==> config.mk <==
export PLATFORM = sky130hd
export DESIGN_NAME = tsc_top
export DESIGN_NICKNAME = d
export VERILOG_FILES = /design/src/rtl/tsc_pkg.sv /design/src/rtl/tsc_tick_if.sv /design/src/rtl/tsc_tick_div.sv /design/src/rtl/tsc_top.sv
export SDC_FILE = /design/constraint.sdc
export NUM_CORES = 1
export LEC_CHECK = 0
export ABC_AREA = 1
export BUFFER_PORTS_ARGS = -buffer_cell sky130_fd_sc_hd__buf_2
export CAP_MARGIN = 20
export CORE_MARGIN = 2
export CORE_UTILIZATION = 54
export CTS_CLUSTER_DIAMETER = 120
export DETAILED_ROUTE_END_ITERATION = 7
export PLACE_DENSITY = 0.77
export SLEW_MARGIN = 0
export SYNTH_ARGS = -nofsm -noshare
export SYNTH_HDL_FRONTEND = slang
export SYNTH_SLANG_ARGS = --single-unit
==> constraint.sdc <==
create_clock -name clk -period 2 [get_ports clk]
set_clock_uncertainty 0.2 [all_clocks]
set_input_delay 0 -clock clk [delete_from_list [all_inputs] [get_ports clk]]
set_output_delay 0 -clock clk [all_outputs]
set_load 0.01 [all_outputs]
==> src/rtl/tsc_pkg.sv <==
// Constants shared by the trace time stamp counter design
`default_nettype none
package tsc_pkg;
  // ***************************************************************
  // Counter and selector
  // ***************************************************************
  localparam int CNT_W = 16;
  localparam logic [CNT_W-1:0] CNT_MAX = 16'hffff;
  localparam logic [CNT_W-1:0] CNT_ZERO = 16'h0000;
  localparam logic [CNT_W-1:0] CNT_ONE = 16'h0001;
  localparam logic [3:0] POS_GATE_FIRST = 4'h5;
  localparam logic [3:0] POS_LAST = 4'h9;
  localparam logic [2:0] N_BASES = 3'h5;
  localparam int SYNC_STAGES = 3;
  // ***************************************************************
  // Time base
  // ***************************************************************
  localparam int CLK_PERIOD_PS = 4000;
  localparam int BASE_TICK_PS = 100000; // Finest tick, 0.1 us
  localparam int BASE_DIV = BASE_TICK_PS / CLK_PERIOD_PS;
  localparam int DECADE = 10;
  localparam int N_DECADES = 4;
endpackage
`default_nettype wire

==> src/rtl/tsc_tick_if.sv <==
// Tick selection and tick pulse between counter and divider
`timescale 1ns/100ps
`default_nettype none
interface tsc_tick_if;
  logic [2:0] base_sel;
  logic tick;
  modport src (input base_sel, output tick);
  modport snk (output base_sel, input tick);
endinterface
`default_nettype wire

==> src/rtl/tsc_tick_div.sv <==
// Decade divider chain that makes the selected time base tick
`timescale 1ns/100ps
`default_nettype none
module tsc_tick_div
  import tsc_pkg::*;
#(
  parameter int PRE_DIV = BASE_DIV,
  parameter int STAGES = N_DECADES
) (
  input wire logic clk,
  input wire logic nrst,
  tsc_tick_if.src tk
);
  localparam int PW = $clog2(PRE_DIV);
  localparam int DW = $clog2(DECADE);
  localparam logic [PW-1:0] PRE_LAST = PW'(PRE_DIV - 1);
  localparam logic [DW-1:0] DEC_LAST = DW'(DECADE - 1);

  logic [PW-1:0] pre_q;
  logic [STAGES:0] pulse;
  logic tick_q;

  // ***************************************************************
  // Prescaler down to the finest base
  // ***************************************************************
  assign pulse[0] = (pre_q == PRE_LAST);
  always_ff @(posedge clk) begin
    if (!nrst) begin
      pre_q <= '0;
    end else begin
      pre_q <= pulse[0] ? '0 : PW'(pre_q + 1'b1);
    end
  end

  // Each stage divides the previous pulse by ten
  genvar g;
  generate
    for (g = 1; g <= STAGES; g++) begin : g_dec
      logic [DW-1:0] dec_q;
      assign pulse[g] = pulse[g-1] && (dec_q == DEC_LAST);
      always_ff @(posedge clk) begin
        if (!nrst) begin
          dec_q <= '0;
        end else if (pulse[g-1]) begin
          dec_q <= pulse[g] ? '0 : DW'(dec_q + 1'b1);
        end
      end
    end
  endgenerate

  // Registered select keeps the tick a clean one-cycle pulse
  always_ff @(posedge clk) begin
    if (!nrst) begin
      tick_q <= 1'b0;
    end else begin
      tick_q <= pulse[tk.base_sel];
    end
  end
  assign tk.tick = tick_q;

  property p_tick_single;
    @(posedge clk) disable iff (!nrst)
    tick_q |=> !tick_q [*8];
  endproperty
  a_tick_single: assert property (p_tick_single)
    else $error("Tick pulse longer than one cycle or too frequent");
endmodule // tsc_tick_div
`default_nettype wire

==> src/rtl/tsc_top.sv <==
// Trace time stamp counter with absolute and relative stamping
`timescale 1ns/100ps
`default_nettype none
module tsc_top
  import tsc_pkg::*;
(
  input wire logic clk,
  input wire logic nrst,
  input wire logic [3:0] mode_sel,
  input wire logic rel_mode,
  input wire logic occ_mode,
  input wire logic trigger_input,
  input wire logic manual_clear,
  input wire logic capture_start,
  input wire logic trace_cycle,
  input wire logic event_qual,
  output logic [CNT_W-1:0] stamp_q,
  output logic stamp_valid_q,
  output logic [CNT_W-1:0] abs_count_q,
  output logic overflow_q
);
  tsc_tick_if tk ();

  logic [SYNC_STAGES-1:0] trig_s_q;
  logic [SYNC_STAGES-1:0] mclr_s_q;
  logic trig_lvl_q;
  logic mclr_lvl_q;
  logic [CNT_W-1:0] cnt_q;
  logic [CNT_W-1:0] cnt_d;
  logic [CNT_W-1:0] last_q;
  logic first_q;
  logic ovf_d;

  // ***************************************************************
  // Mode decoding
  // ***************************************************************
  wire clear_mode = (mode_sel < POS_GATE_FIRST);
  wire gate_mode = !clear_mode && (mode_sel <= POS_LAST);
  wire [3:0] base_pos = clear_mode ? mode_sel : 4'(mode_sel - POS_GATE_FIRST);
  assign tk.base_sel = gate_mode || clear_mode ? base_pos[2:0] : 3'h0;

  tsc_tick_div u_div (
    .clk (clk),
    .nrst (nrst),
    .tk (tk)
  );

  // ***************************************************************
  // Pin synchronisers
  // ***************************************************************
  // A level is accepted only once stages two and three agree
  always_ff @(posedge clk) begin
    if (!nrst) begin
      trig_s_q <= '0;
      mclr_s_q <= '0;
      trig_lvl_q <= 1'b0;
      mclr_lvl_q <= 1'b0;
    end else begin
      trig_s_q <= {trig_s_q[SYNC_STAGES-2:0], trigger_input};
      mclr_s_q <= {mclr_s_q[SYNC_STAGES-2:0], manual_clear};
      if (trig_s_q[1] == trig_s_q[2]) trig_lvl_q <= trig_s_q[2];
      if (mclr_s_q[1] == mclr_s_q[2]) mclr_lvl_q <= mclr_s_q[2];
    end
  end

  // ***************************************************************
  // Count control
  // ***************************************************************
  // Positions above nine are unused and hold the count; only the manual clear still zeroes it
  wire trig_clr = clear_mode && trig_lvl_q;
  wire clr = mclr_lvl_q || trig_clr;
  wire run = clear_mode || (gate_mode && trig_lvl_q);
  wire step = occ_mode ? event_qual : tk.tick;
  wire inc = run && step && !clr;
  wire wrap = inc && (cnt_q == CNT_MAX);

  // Clear wins over counting so a trigger edge starts from zero
  always_comb begin
    cnt_d = cnt_q;
    if (clr) begin
      cnt_d = CNT_ZERO;
    end else if (inc) begin
      cnt_d = cnt_q + CNT_ONE; // Wraps to zero past max
    end
  end

  // Overflow is sticky; only the manual clear drops it
  assign ovf_d = wrap || (overflow_q && !mclr_lvl_q);

  always_ff @(posedge clk) begin
    if (!nrst) begin
      cnt_q <= CNT_ZERO;
      overflow_q <= 1'b0;
    end else begin
      cnt_q <= cnt_d;
      overflow_q <= ovf_d;
    end
  end

  // Compare value for the event monitor
  always_ff @(posedge clk) begin
    if (!nrst) begin
      abs_count_q <= CNT_ZERO;
    end else begin
      abs_count_q <= cnt_d;
    end
  end

  // ***************************************************************
  // Trace stamping
  // ***************************************************************
  // Stamp uses the count before this cycle's update, as the trace
  // record is taken at the same edge the count may move.
  wire [CNT_W-1:0] rel_val = cnt_q - last_q;
  wire first_rec = capture_start || first_q;
  wire [CNT_W-1:0] stamp_d = (rel_mode && !first_rec) ? rel_val : cnt_q;

  always_ff @(posedge clk) begin
    if (!nrst) begin
      stamp_q <= CNT_ZERO;
      stamp_valid_q <= 1'b0;
      last_q <= CNT_ZERO;
      first_q <= 1'b1;
    end else begin
      stamp_valid_q <= trace_cycle;
      if (trace_cycle) begin
        // First record of a capture is absolute
        stamp_q <= stamp_d;
        last_q <= cnt_q;
        first_q <= 1'b0;
      end else if (capture_start) begin
        first_q <= 1'b1;
      end
    end
  end

  // ***************************************************************
  // Assertions
  // ***************************************************************
  property p_abs_stamp;
    @(posedge clk) disable iff (!nrst)
    trace_cycle && !rel_mode |=> stamp_valid_q && stamp_q == $past(cnt_q);
  endproperty
  a_abs_stamp: assert property (p_abs_stamp)
    else $error("Absolute stamp differs from count");

  property p_rel_stamp;
    @(posedge clk) disable iff (!nrst)
    trace_cycle && rel_mode && !first_q && !capture_start
      |=> stamp_q == CNT_W'($past(cnt_q) - $past(last_q));
  endproperty
  a_rel_stamp: assert property (p_rel_stamp)
    else $error("Relative stamp is not the count difference");

  property p_first_abs;
    @(posedge clk) disable iff (!nrst)
    trace_cycle && rel_mode && (capture_start || first_q)
      |=> stamp_q == $past(cnt_q);
  endproperty
  a_first_abs: assert property (p_first_abs)
    else $error("First relative record not absolute");

  property p_cmp_value;
    @(posedge clk) disable iff (!nrst)
    1'b1 |=> abs_count_q == cnt_q;
  endproperty
  a_cmp_value: assert property (p_cmp_value)
    else $error("Compare value lags the count");

  property p_occ;
    @(posedge clk) disable iff (!nrst)
    occ_mode && run && event_qual && !clr && cnt_q != CNT_MAX
      |=> cnt_q == CNT_W'($past(cnt_q) + CNT_ONE);
  endproperty
  a_occ: assert property (p_occ)
    else $error("Occurrence not counted");

  property p_wrap;
    @(posedge clk) disable iff (!nrst)
    wrap |=> cnt_q == CNT_ZERO && overflow_q;
  endproperty
  a_wrap: assert property (p_wrap)
    else $error("Counter did not wrap with overflow");

  property p_trig_clr;
    @(posedge clk) disable iff (!nrst)
    clear_mode && trig_lvl_q |=> cnt_q == CNT_ZERO;
  endproperty
  a_trig_clr: assert property (p_trig_clr)
    else $error("Trigger did not clear the count");

  property p_gate_hold;
    @(posedge clk) disable iff (!nrst)
    gate_mode && !trig_lvl_q && !mclr_lvl_q |=> $stable(cnt_q);
  endproperty
  a_gate_hold: assert property (p_gate_hold)
    else $error("Count moved with trigger low in gated mode");

  property p_man_clr;
    @(posedge clk) disable iff (!nrst)
    mclr_lvl_q |=> cnt_q == CNT_ZERO && !overflow_q;
  endproperty
  a_man_clr: assert property (p_man_clr)
    else $error("Manual clear failed");
endmodule // tsc_top
`default_nettype wire

# After elaboration in Yosys (flattened, before gate mapping)

Cells that the tools add are included.

Register bits: 81
Output and inout port bits: 34
Logic and storage cells: 72

Add/subtract/negate cells: 8
Order comparisons: 3
Eq/ne operators: 8
Mux-type cells: 12
Bitwise operators: 1
Reductions and logical operators: 24

Operator list:

| kind                  | count |
|---|---|
| $add 16x1->16 const B | 1 |
| $add 4x1->4 const B   | 4 |
| $eq 16x16->1 const B  | 1 |
| $eq 4x4->1 const B    | 4 |
| $mux 16               | 1 |
| $mux 4                | 4 |
| $sub 16x16->16        | 1 |
| $logic_and 1x1->1     | 12 |
| $mux 3                | 2 |
| $add 5x1->5 const B   | 1 |
| $eq 5x5->1 const B    | 1 |
| $logic_or 1x1->1      | 5 |
| $le 4x4->1 const B    | 1 |
| $logic_not 1->1       | 4 |
| $lt 3x4->1 const B    | 1 |
| $lt 4x3->1 const B    | 1 |
| $mux 1                | 4 |
| $reduce_or 2->1       | 2 |
| $bmux 1 s3            | 1 |
| $sub 3x3->3 const B   | 1 |
| $eq 1x1->1            | 2 |
| $reduce_bool 2->1     | 1 |
| $not 1->1             | 1 |

# Depth between registers and ports, before layout

Gate-level depths: netlist (run 1).

Word-level depth: 9
Gate-level depth with buffers: 14
Mapped depth without buffers: 14

# Hierarchy

Synthesis (run 1) repeated with hierarchy kept, for this count alone.

Cells, all modules: 692
Area total of the unflattened synthesis: 4732.0 µm²

By module, submodules not included:

| module       | instances | cells each | area each (µm²) | seq. area each (µm²) |
|---|---|---|---|---|
| tsc_top      | 1         | 535        | 3532.1          | 1181.1 |
| tsc_tick_div | 1         | 157        | 1199.9          | 440.4 |

# Least setup slack after synthesis (run 1)

Ideal clock, no wire load.

Path type: register -> register
Start point: register, netlist name abs_count_q[0]
End point: register stamp_q[8]
Library setup time: 0.070 ns
Arrival: 1.981 ns
Data required time: 1.730 ns
Slack: -0.252 ns
Stages on the path, launching flop included: 12
Path buffers: 0
Period minus slack after synthesis: 2.252 ns
Path through: dfxtp_1 > inv_1 > ha_1 > fa_1 > inv_1 > nand3_1 > nand3_1 > a21oi_1 > or2_2 > nand3_1 > nand2_1 > a21oi_1

RTL lines:

| item                 | RTL line       | source |
|---|---|---|
| to (signal assigned) | tsc_top.sv:128 | `stamp_q <= stamp_d;` |
| to (decl)            | tsc_top.sv:17  | `output logic [CNT_W-1:0] stamp_q,` |

# Worst setup path after layout (run 1)

Start point: input port mode_sel[2]
End point: register u_div.tick_q, in the netlist u_div.tk.tick

Cells in the longest elaborated chain, start to end: 7
Elaborated cells between the ends (all ways): 10
Classes of those cells: add/sub: 1; order compare: 2; mux: 4; reduce/logical: 3

RTL lines:

| item                             | RTL line           | source |
|---|---|---|
| from (decl)                      | tsc_top.sv:9       | `input wire logic [3:0] mode_sel,` |
| $lt 4x3->1                       | tsc_top.sv:37      | `wire clear_mode = (mode_sel < POS_GATE_FIRST);` |
| $logic_not 1->1                  | tsc_top.sv:38      | `wire gate_mode = !clear_mode && (mode_sel <= POS_LAST);` |
| $logic_and 1x1->1                | tsc_top.sv:38      |  |
| $logic_or 1x1->1                 | tsc_top.sv:40      | `assign tk.base_sel = gate_mode \|\| clear_mode ? base_pos[2:0] : 3'h0;` |
| $mux 3 (*)                       | tsc_top.sv:40      |  |
| $bmux 1 s3 (*)                   | tsc_tick_div.sv:56 | `tick_q <= pulse[tk.base_sel];` |
| $mux 1 (implied by the code) (*) | tsc_tick_div.sv:56 |  |
| to (signal assigned)             | tsc_tick_div.sv:56 |  |
| to (decl)                        | tsc_tick_div.sv:21 | `logic tick_q;` |

Mark *: on every way between the ends. The rest lies on a longest branch, timed or not. The select of a mux whose other input is x is not followed.
A chain may end at the register's enable or synchronous reset.

==> flow_summary.yaml, run 1 <==
timing:
  hold_viol: 0
  holdWs_ns: 0.0507
  finalSetupTns_ns: 0
  fmax_mhz: 512
  setup_violations: 0
  fin_crit_sh_pct: 97.6
  drv_slew: 0
  period_minus_slack_ns: 1.95
  grt_setup_unrepaired: "yes"
  worstMarginPinSlew_ns: 0.548
  maxSlewHeadroom_pct: 63.4
floorplan:
  die_area_mm2: 0.00929
  rows: 33
  core_area_mm2: 0.00826
  die_h_um: 96.4
  start_util_pct: 55.8
  io_pins: 47
  die_w_um: 96.4
synthesis:
  netlist_top_cells_area: "dfxtp_1 35%, nand2_1 14%, inv_1 9.4%"
  ys.warnings.count: 0
  yosys.area.top_type_share_pct: 35.2
  synth_commonest_cells: "175 x nand2_1, 115 x inv_1, 81 x dfxtp_1"
  yosysTopAreaCell: "dfxtp_1"
  avgSynthCellArea_um2: 6.74
  ys_types: 37
  yosysMostFrequentCell: "nand2_1"
  syn_area_mm2: 0.00461
  seq_area_frac_synth_pct: 35.2
  netlist_instances: 684
  ys_ff_latch: 81
  synth_nets: 726
  ys.flop_type: "dfxtp_1"
  synthArstFlopShare_pct: 0
  synth_edf_count: 0
route:
  routedWlPerCell_um: 13.6
  ant_nets: 0
  wirelength_mm: 12.0
  drtIter0Drc: 432
  drc: 0
  first_pass_iters: 5
  vias_per_cell: 5.31
  via_count: 4680
layout:
  fin_area_mm2: 0.00569
  layout-drive-gt1-share_pct: 18.2
  diodes: 0
  final_cells: 881
  fin_nets: 813
  syn_to_final_growth_pct: 23.4
place:
  placed_area_mm2: 0.00515
  port_buffers: 46
  place_hpwl_mm: 8.50
  gp_congestion: 0.949
  dp_cells: 848
clock_network:
  numCtsBuffers: 9
  htreeDepth: 3
  clock-sinks: 81
  cts_buffer_depth: 2
  cts_tree: "done"
  clk_pin_slew_ns: 0.09
  root_buffer: "clkbuf_8"
  clk_latency_ns: 0.36
critical_path:
  worstPathMaxFanout: 6
  r2r_setup_slack_ns: 0.06
  max_stage_delay_ns: 0.57
  crit_path_start_kind: "input pin"
  end_kind: "flip-flop"
  cp_cell_sequence: "dlygate4sd3_1 > buf_2 > inv_2 > o21bai_4 > nand2_1 > dlygate4sd3_1 > nand3_2 > nor2_1 > o21bai_1 > nand3_1 > a21oi_1"
  path_common_cell: "dlygate4sd3_1"
  critical_path_class: "input pin to flip-flop"
  arrival_ns: 2.04
  worst_ep_required_time_ns: 2.09
  cp_slowest_cell: "dlygate4sd3_1"
power:
  leakagePower_nw: 2.67
  peakVddDrop_mv: 0.447
  power_mw: 3.29
  cellPowerDensity_mw_per_mm2: 578
global_routing:
  grt_max_degree: 35
  grt_pass1_wl_mm: 18.9
  antenna_found_initial: 0
  grt_usage_pct: 26.2
  grt_pass1_vias: 4248
  grt.overflow.total: 0
run_status:
  status: "finished clean"
flow_run:
  cap_violations: 0
hold_path:
  min_path_type: "input pin to flip-flop"
-- area by class of cell --
cell class	instances	area [µm²]
fillers	693	2570
well taps	105	131
repair buffers	93	644
flip-flops and latches	81	1630
multi-input cells	469	2650
clock inverters	4	25.0
inverters	117	444
clock buffers	12	166
-- power by group --
group          switching (mW)  internal [mW]
Sequential             0.0197           1.65
Clock                   0.611          0.557
Combinational           0.273          0.176
-- registers in the layout, summed over array words and instances, names as in the netlist --
register / flops
abs_count_q: 16
last_q: 16
stamp_q: 16
u_div.g_dec.dec_q: 16
u_div.pre_q: 5
mclr_s_q: 3
trig_s_q: 3
first_q: 1
mclr_lvl_q: 1
overflow_q: 1
stamp_valid_q: 1
trig_lvl_q: 1
u_div.tk.tick: 1
-- through the flow --
step                      setup slack [ns]  utilization (%)
after global routing               -0.0579             68.9
after CTS                          0.00271             66.9
after global placement              0.0300             62.4
after detailed placement           -0.0162             62.4
after floorplan                     0.0118                -
final                               0.0482             68.9
-- path summary, 6_finish.rpt --
| path | end | startpoint | cells past startpoint |
|---|---|---|---|
| setup reg to reg | stamp_q[8] | abs_count_q[0] | 11 |
| setup / recovery | u_div.tk.tick | mode_sel[2] | 11 |
| hold / removal | stamp_q[3] | rel_mode | 5 |
| hold reg to reg | trig_s_q[1] | trig_s_q[0] | 2 |
-- cells in the final DEF (no fill, tap or decap), drive strengths merged --
cell type / netlist / layout
nor3b: 1 / 1
xor2: 19 / 19
o211ai: 4 / 4
a32o: 1 / 1
or2: 3 / 3
clkbuf: 12 / 12
dfxtp: 81 / 81
nand3: 39 / 39
o21bai: 2 / 2
a211oi: 2 / 2
and3: 1 / 1
nand4: 10 / 10
nor4: 1 / 1
clkinv: 2 / 4
ha: 28 / 28
clkinvlp: 0 / 3
dlygate4sd3: 0 / 13
buf: 5 / 80
fa: 1 / 1
nand3b: 1 / 1
nand2: 177 / 177
a21oi: 75 / 75
inv: 115 / 114
o21ai: 37 / 37
nor3: 16 / 16
nor2: 49 / 49
xnor2: 2 / 2
-- kinds of logic after synthesis --
logic type,Yosys count,share of synthesized area (%)
xor gates and xnor gates,21,3.99
buffers and inverters,134,11.1
AOI/OAI and AO/OA,121,13.8
adders and majority gates,29,8.04
and+or+nand+nor,298,27.8
DFF,81,35.2
-- timing repair --
action	CTS	global route
resized for setup	10	26
setup buffers	1	3
pin swaps	4	4
endpoints found under the hold margin	35	0
hold buffers	13	0
endpoints found under the setup margin	2	15
-- metal layers --
layer,GRT usage (%),routed length (µm)
met2,43.0,5740
met4,10.3,268
met5,0,0
met1,34.8,5240
met3,3.72,728
-- worst max-delay path, delay by kind of cell --
kind / cells / cell delay [ns]
AO/OA/AOI/OAI: 3 / 0.48
AND/OR/NAND/NOR: 4 / 0.31
buffers and inverters: 4 / 1.26
Note: power is estimated with default switching activity, not from simulation.
==> run 2: changes to the inputs <==
--- a/config.mk
+++ b/config.mk
@@ -6,6 +6,7 @@
 export NUM_CORES = 1
 export LEC_CHECK = 0
 export ABC_AREA = 1
+export ABC_CLOCK_PERIOD_IN_PS = 2000
 export BUFFER_PORTS_ARGS = -buffer_cell sky130_fd_sc_hd__buf_2
 export CAP_MARGIN = 20
 export CORE_MARGIN = 2
==> constraint.sdc (replaced) <==
create_clock -name clk -period 2 [get_ports clk]
set_clock_uncertainty 0.2 [all_clocks]
set_input_delay 0.2 -clock clk [delete_from_list [all_inputs] [get_ports clk]]
set_output_delay 0.2 -clock clk [all_outputs]
set_load 0.01 [all_outputs]
==> flow_summary.yaml, run 2 (synthesis results as in run 1) <==
run_status:
  status: "finished, violations left"
  violations: "setup timing"
critical_path:
  r2r_cells: 13
  worstPathMaxFanout: 2
  reg2reg_to: "stamp_q[12]"
  cp_slowest_cell: "fa_2"
  path_common_cell: "nand3_2"
  r2r_setup_slack_ns: -0.02
  worst_ep_required_time_ns: 2.11
  crit_path_start_kind: "flip-flop"
  arrival_ns: 2.13
  max_stage_delay_ns: 0.40
  endpoint: "stamp_q[12]"
  cp_cell_sequence: "inv_4 > ha_4 > fa_2 > inv_2 > nand3_2 > nand3_4 > buf_6 > nand3_4 > nand3_2 > nand2_2 > nand3_2 > nand2_2 > a21oi_2"
  critical_path_class: "flip-flop to flip-flop"
  reg2reg_from: "abs_count_q[0]"
  cp-startpoint: "abs_count_q[0]"
  end_kind: "flip-flop"
place:
  pre_cts_slack_ns: -0.0862
  place_hpwl_mm: 8.65
  gp_congestion: 0.938
  port_buffers: 46
global_routing:
  grt.overflow.total: 0
  antenna_found_initial: 0
  grt_pass1_vias: 4118
  grt_max_degree: 26
  grt_usage_pct: 25.4
  grt_pass1_wl_mm: 18.3
clock_network:
  cts_buffer_depth: 2
  cts_tree: "done"
  root_buffer: "clkbuf_8"
  clock-sinks: 81
  clk_latency_ns: 0.36
  clk_pin_slew_ns: 0.09
  numCtsBuffers: 9
  htreeDepth: 3
timing:
  setup_violations: 1
  fmax_mhz: 495
  worstMarginPinSlew_ns: 0.579
  finalSetupTns_ns: -0.0210
  fin_crit_sh_pct: 101
  drv_slew: 0
  setup_slack_ns: -0.0210
  maxSlewHeadroom_pct: 61.3
  period_minus_slack_ns: 2.02
  hold_viol: 0
  grt_setup_unrepaired: "yes"
layout:
  fin_nets: 808
  syn_to_final_growth_pct: 22.8
  final_common_cell: "nand2_1"
  final_cell_mix: "170 x nand2_1, 113 x inv_1, 78 x dfxtp_1"
  diodes: 0
  layout-drive-gt1-share_pct: 18.8
floorplan:
  die_w_um: 96.4
  die_h_um: 96.4
  die_area_mm2: 0.00929
  rows: 33
  io_pins: 47
  start_util_pct: 55.8
  core_area_mm2: 0.00826
route:
  ant_nets: 0
  first_pass_iters: 5
  via_count: 4613
  drtIter0Drc: 283
  routedWlPerCell_um: 13.5
  vias_per_cell: 5.27
  drc: 0
  wirelength_mm: 11.8
power:
  peakVddDrop_mv: 0.359
  leakagePower_nw: 2.68
  power_mw: 3.44
  cellPowerDensity_mw_per_mm2: 609
hold_path:
  min_path_type: "input pin to flip-flop"
flow_run:
  cap_violations: 0
-- run 2: changes by cell type in the layout (fill, tap and decap cells not counted), sizes merged --
cell / delta
buf: +5
clkinvlp: -2
clkbuf: -2
dlygate4sd3: -10
inv: +2
bufinv: +2
-- run 2: timing repair --
action	CTS	global route
pin swaps	0	8
endpoints found under the hold margin	3	0
resized for setup	1	38
hold buffers	3	0
cloned	0	0
buffers inserted	0	1
endpoints found under the setup margin	1	14
-- run 2: final cells by class --
type,count,area [µm²]
repair buffers,88,557
multi-input cells,469,2680
well taps,105,131
clock inverters,6,90.1
flip-flops and latches,81,1630
clock buffers,10,128
inverters,117,443
fillers,715,2600
-- run 2: worst min path at each step --
stage	endpoint	slack (ns)	depth (start not counted)	start
3_3_place_gp	mclr_s_q[0]	0.18	3	manual_clear
5_1_grt	last_q[6]	0.04	3	nrst
2_1_floorplan	mclr_s_q[0]	0.1	2	manual_clear
6_report	last_q[6]	0.03	3	nrst
4_1_cts	last_q[7]	0.02	3	nrst
3_5_place_dp	trig_s_q[0]	0.19	3	trigger_input
-- run 2: critical path, delay by kind of cell (launching register included) --
kind / cells / cell delay (ns)
buffers and inverters: 3 / 0.23
DFF: 1 / 0.37
and+or+nand+nor: 7 / 0.48
adders and majority gates: 2 / 0.55
AOI/OAI and AO/OA: 1 / 0.13
-- run 2: power by group --
part / total, mW / switching, mW / internal, mW
sequential: 1.67 / 0.0200 / 1.65
combinational: 0.433 / 0.268 / 0.165
clock: 1.34 / 0.636 / 0.708
total: 3.44 / 0.923 / 2.52
-- run 2: stage by stage --
step	hold WS, ns	utilization [%]	instances	instance area, µm²
2_1_floorplan	0.0976	-	684	4620
3_3_place_gp	0.182	62.9	856	5200
3_5_place_dp	0.187	62.9	856	5200
4_1_cts	0.0237	65.9	875	5450
5_1_grt	0.0438	68.5	876	5660
6_report	0.0275	68.5	876	5660
-- run 2: per-layer routing --
layer	GRT usage (%)	vias to the layer above	part of all wire [%]
li1	-	2340	-
met1	33.7	2099	44
met2	42.1	152	48
met3	2.95	22	5.4
met4	10.3	0	2.3
met5	0	-	0
==> run 3: changes to the inputs <==
--- a/config.mk
+++ b/config.mk
@@ -12,6 +12,7 @@
 export CORE_MARGIN = 2
 export CORE_UTILIZATION = 54
 export CTS_CLUSTER_DIAMETER = 120
+export CTS_CLUSTER_SIZE = 12
 export DETAILED_ROUTE_END_ITERATION = 7
 export PLACE_DENSITY = 0.77
 export SLEW_MARGIN = 0
==> constraint.sdc (replaced) <==
create_clock -name clk -period 2 [get_ports clk]
set_clock_uncertainty 0.2 [all_clocks]
set_input_delay 0.2 -clock clk [delete_from_list [all_inputs] [get_ports clk]]
set_output_delay 0.2 -clock clk [all_outputs]
set_load 0.1 [all_outputs]
==> flow_summary.yaml, run 3 (synthesis results as in run 1) <==
run_status:
  status: "finished, violations left"
  violations: "setup timing"
critical_path:
  end_kind: "flip-flop"
  arrival_ns: 2.14
  worst_ep_required_time_ns: 2.09
  crit_path_start_kind: "flip-flop"
  critical_path_class: "flip-flop to flip-flop"
  worstPathMaxFanout: 3
global_routing:
  antenna_found_initial: 0
  grt_pass1_wl_mm: 19.5
  grt_pass1_vias: 4370
  grt.overflow.total: 0
  grt_usage_pct: 26.7
  grt_max_degree: 26
timing:
  fmax_mhz: 487
  setup_slack_ns: -0.0538
  drv_slew: 0
  hold_viol: 0
  maxSlewHeadroom_pct: 60.1
  period_minus_slack_ns: 2.05
  fin_crit_sh_pct: 103
  grt_setup_unrepaired: "yes"
  setup_violations: 1
  worstMarginPinSlew_ns: 0.597
clock_network:
  clk_latency_ns: 0.35
  root_buffer: "clkbuf_8"
  htreeDepth: 3
  numCtsBuffers: 9
  cts_buffer_depth: 2
  clock-sinks: 81
  cts_tree: "done"
  clk_pin_slew_ns: 0.08
layout:
  final_cell_mix: "169 x nand2_1, 112 x inv_1, 71 x a21oi_1"
  fin_nets: 804
  syn_to_final_growth_pct: 23.4
  final_common_cell: "nand2_1"
  diodes: 0
  nFillCells: 712
  layout-drive-gt1-share_pct: 20.8
  fin_area_mm2: 0.00569
route:
  wirelength_mm: 12.5
  drc: 0
  first_pass_iters: 7
  ant_nets: 0
  routedWlPerCell_um: 14.4
  drtIter0Drc: 299
  vias_per_cell: 5.40
  via_count: 4695
floorplan:
  die_w_um: 96.4
  io_pins: 47
  start_util_pct: 55.8
  rows: 33
  die_h_um: 96.4
  die_area_mm2: 0.00929
  core_area_mm2: 0.00826
hold_path:
  min_path_type: "input pin to flip-flop"
place:
  pre_cts_slack_ns: -0.133
  place_hpwl_mm: 8.81
  placed_area_mm2: 0.00519
  gp_congestion: 0.949
  port_buffers: 46
power:
  leakagePower_nw: 2.65
  cellPowerDensity_mw_per_mm2: 579
  peakVddDrop_mv: 0.350
flow_run:
  cap_violations: 0
## run 3: where the power goes
part | switching [mW] | total (mW) | internal [mW]
Combinational | 0.347 | 0.509 | 0.162
Sequential | 0.0210 | 1.65 | 1.63
Clock | 0.574 | 1.13 | 0.558
## run 3: timing repair
action | 4_1_cts | 5_1_grt
hold buffers | 3 | 0
resized for setup | 1 | 37
setup endpoints to repair | 2 | 13
setup buffers | 1 | 10
pin swaps | 0 | 10
endpoints found under the hold margin | 3 | 0
## run 3: worst max-delay path, stage by stage, from the launching register on
cell	delay (ns)
dfxtp_4	0.37
inv_4	0.04
ha_4	0.15
fa_2	0.41
inv_2	0.10
nand3_2	0.09
nand3_4	0.10
a21oi_2	0.07
or2_4	0.23
nand3_2	0.05
nand2_1	0.06
a21oi_1	0.11
## run 3: per-layer routing
metal	global-route usage [%]	wire, µm	up-vias
li1	-	-	2325
met1	33.7	5390	2160
met2	44.5	6020	179
met3	5.51	811	31
met4	10.9	289	0
met5	0	0	-
## run 3: through the flow
| stage | util (%) | hold WS [ns] | std cells | setup TNS, ns | power, mW |
|---|---|---|---|---|---|
| 2_1_floorplan | - | 0.0976 | 684 | -0.173 | 2.03 |
| 3_3_place_gp | 62.9 | 0.185 | 842 | 0 | 2.12 |
| 3_5_place_dp | 62.9 | 0.192 | 842 | -0.955 | 2.14 |
| 4_1_cts | 65.5 | 0.0266 | 860 | 0 | 3.25 |
| 5_1_grt | 68.9 | 0.0467 | 870 | -0.416 | 3.43 |
| 6_report | 68.9 | 0.0385 | 870 | -0.0538 | 3.29 |
## run 3: cell type report
class	instances	area [µm²]	area share, %
inverter	117	443	7.79
tap	105	131	2.31
sequential	81	1680	29.5
timing repair buffer	84	536	9.42
clock buffer	10	128	2.24
multi-input combinational	469	2720	47.9
clock inverter	4	46.3	0.814
## run 3: final timing paths
| kind | startpoint | to | slack, ns | depth (start not counted) |
|---|---|---|---|---|
| setup / recovery | abs_count_q[0] | stamp_q[8] | -0.05 | 11 |
| hold / removal | nrst | trig_s_q[1] | 0.04 | 3 |
| setup reg to reg | abs_count_q[0] | stamp_q[8] | -0.05 | 11 |
| hold reg to reg | trig_s_q[0] | trig_s_q[1] | 0.22 | 2 |
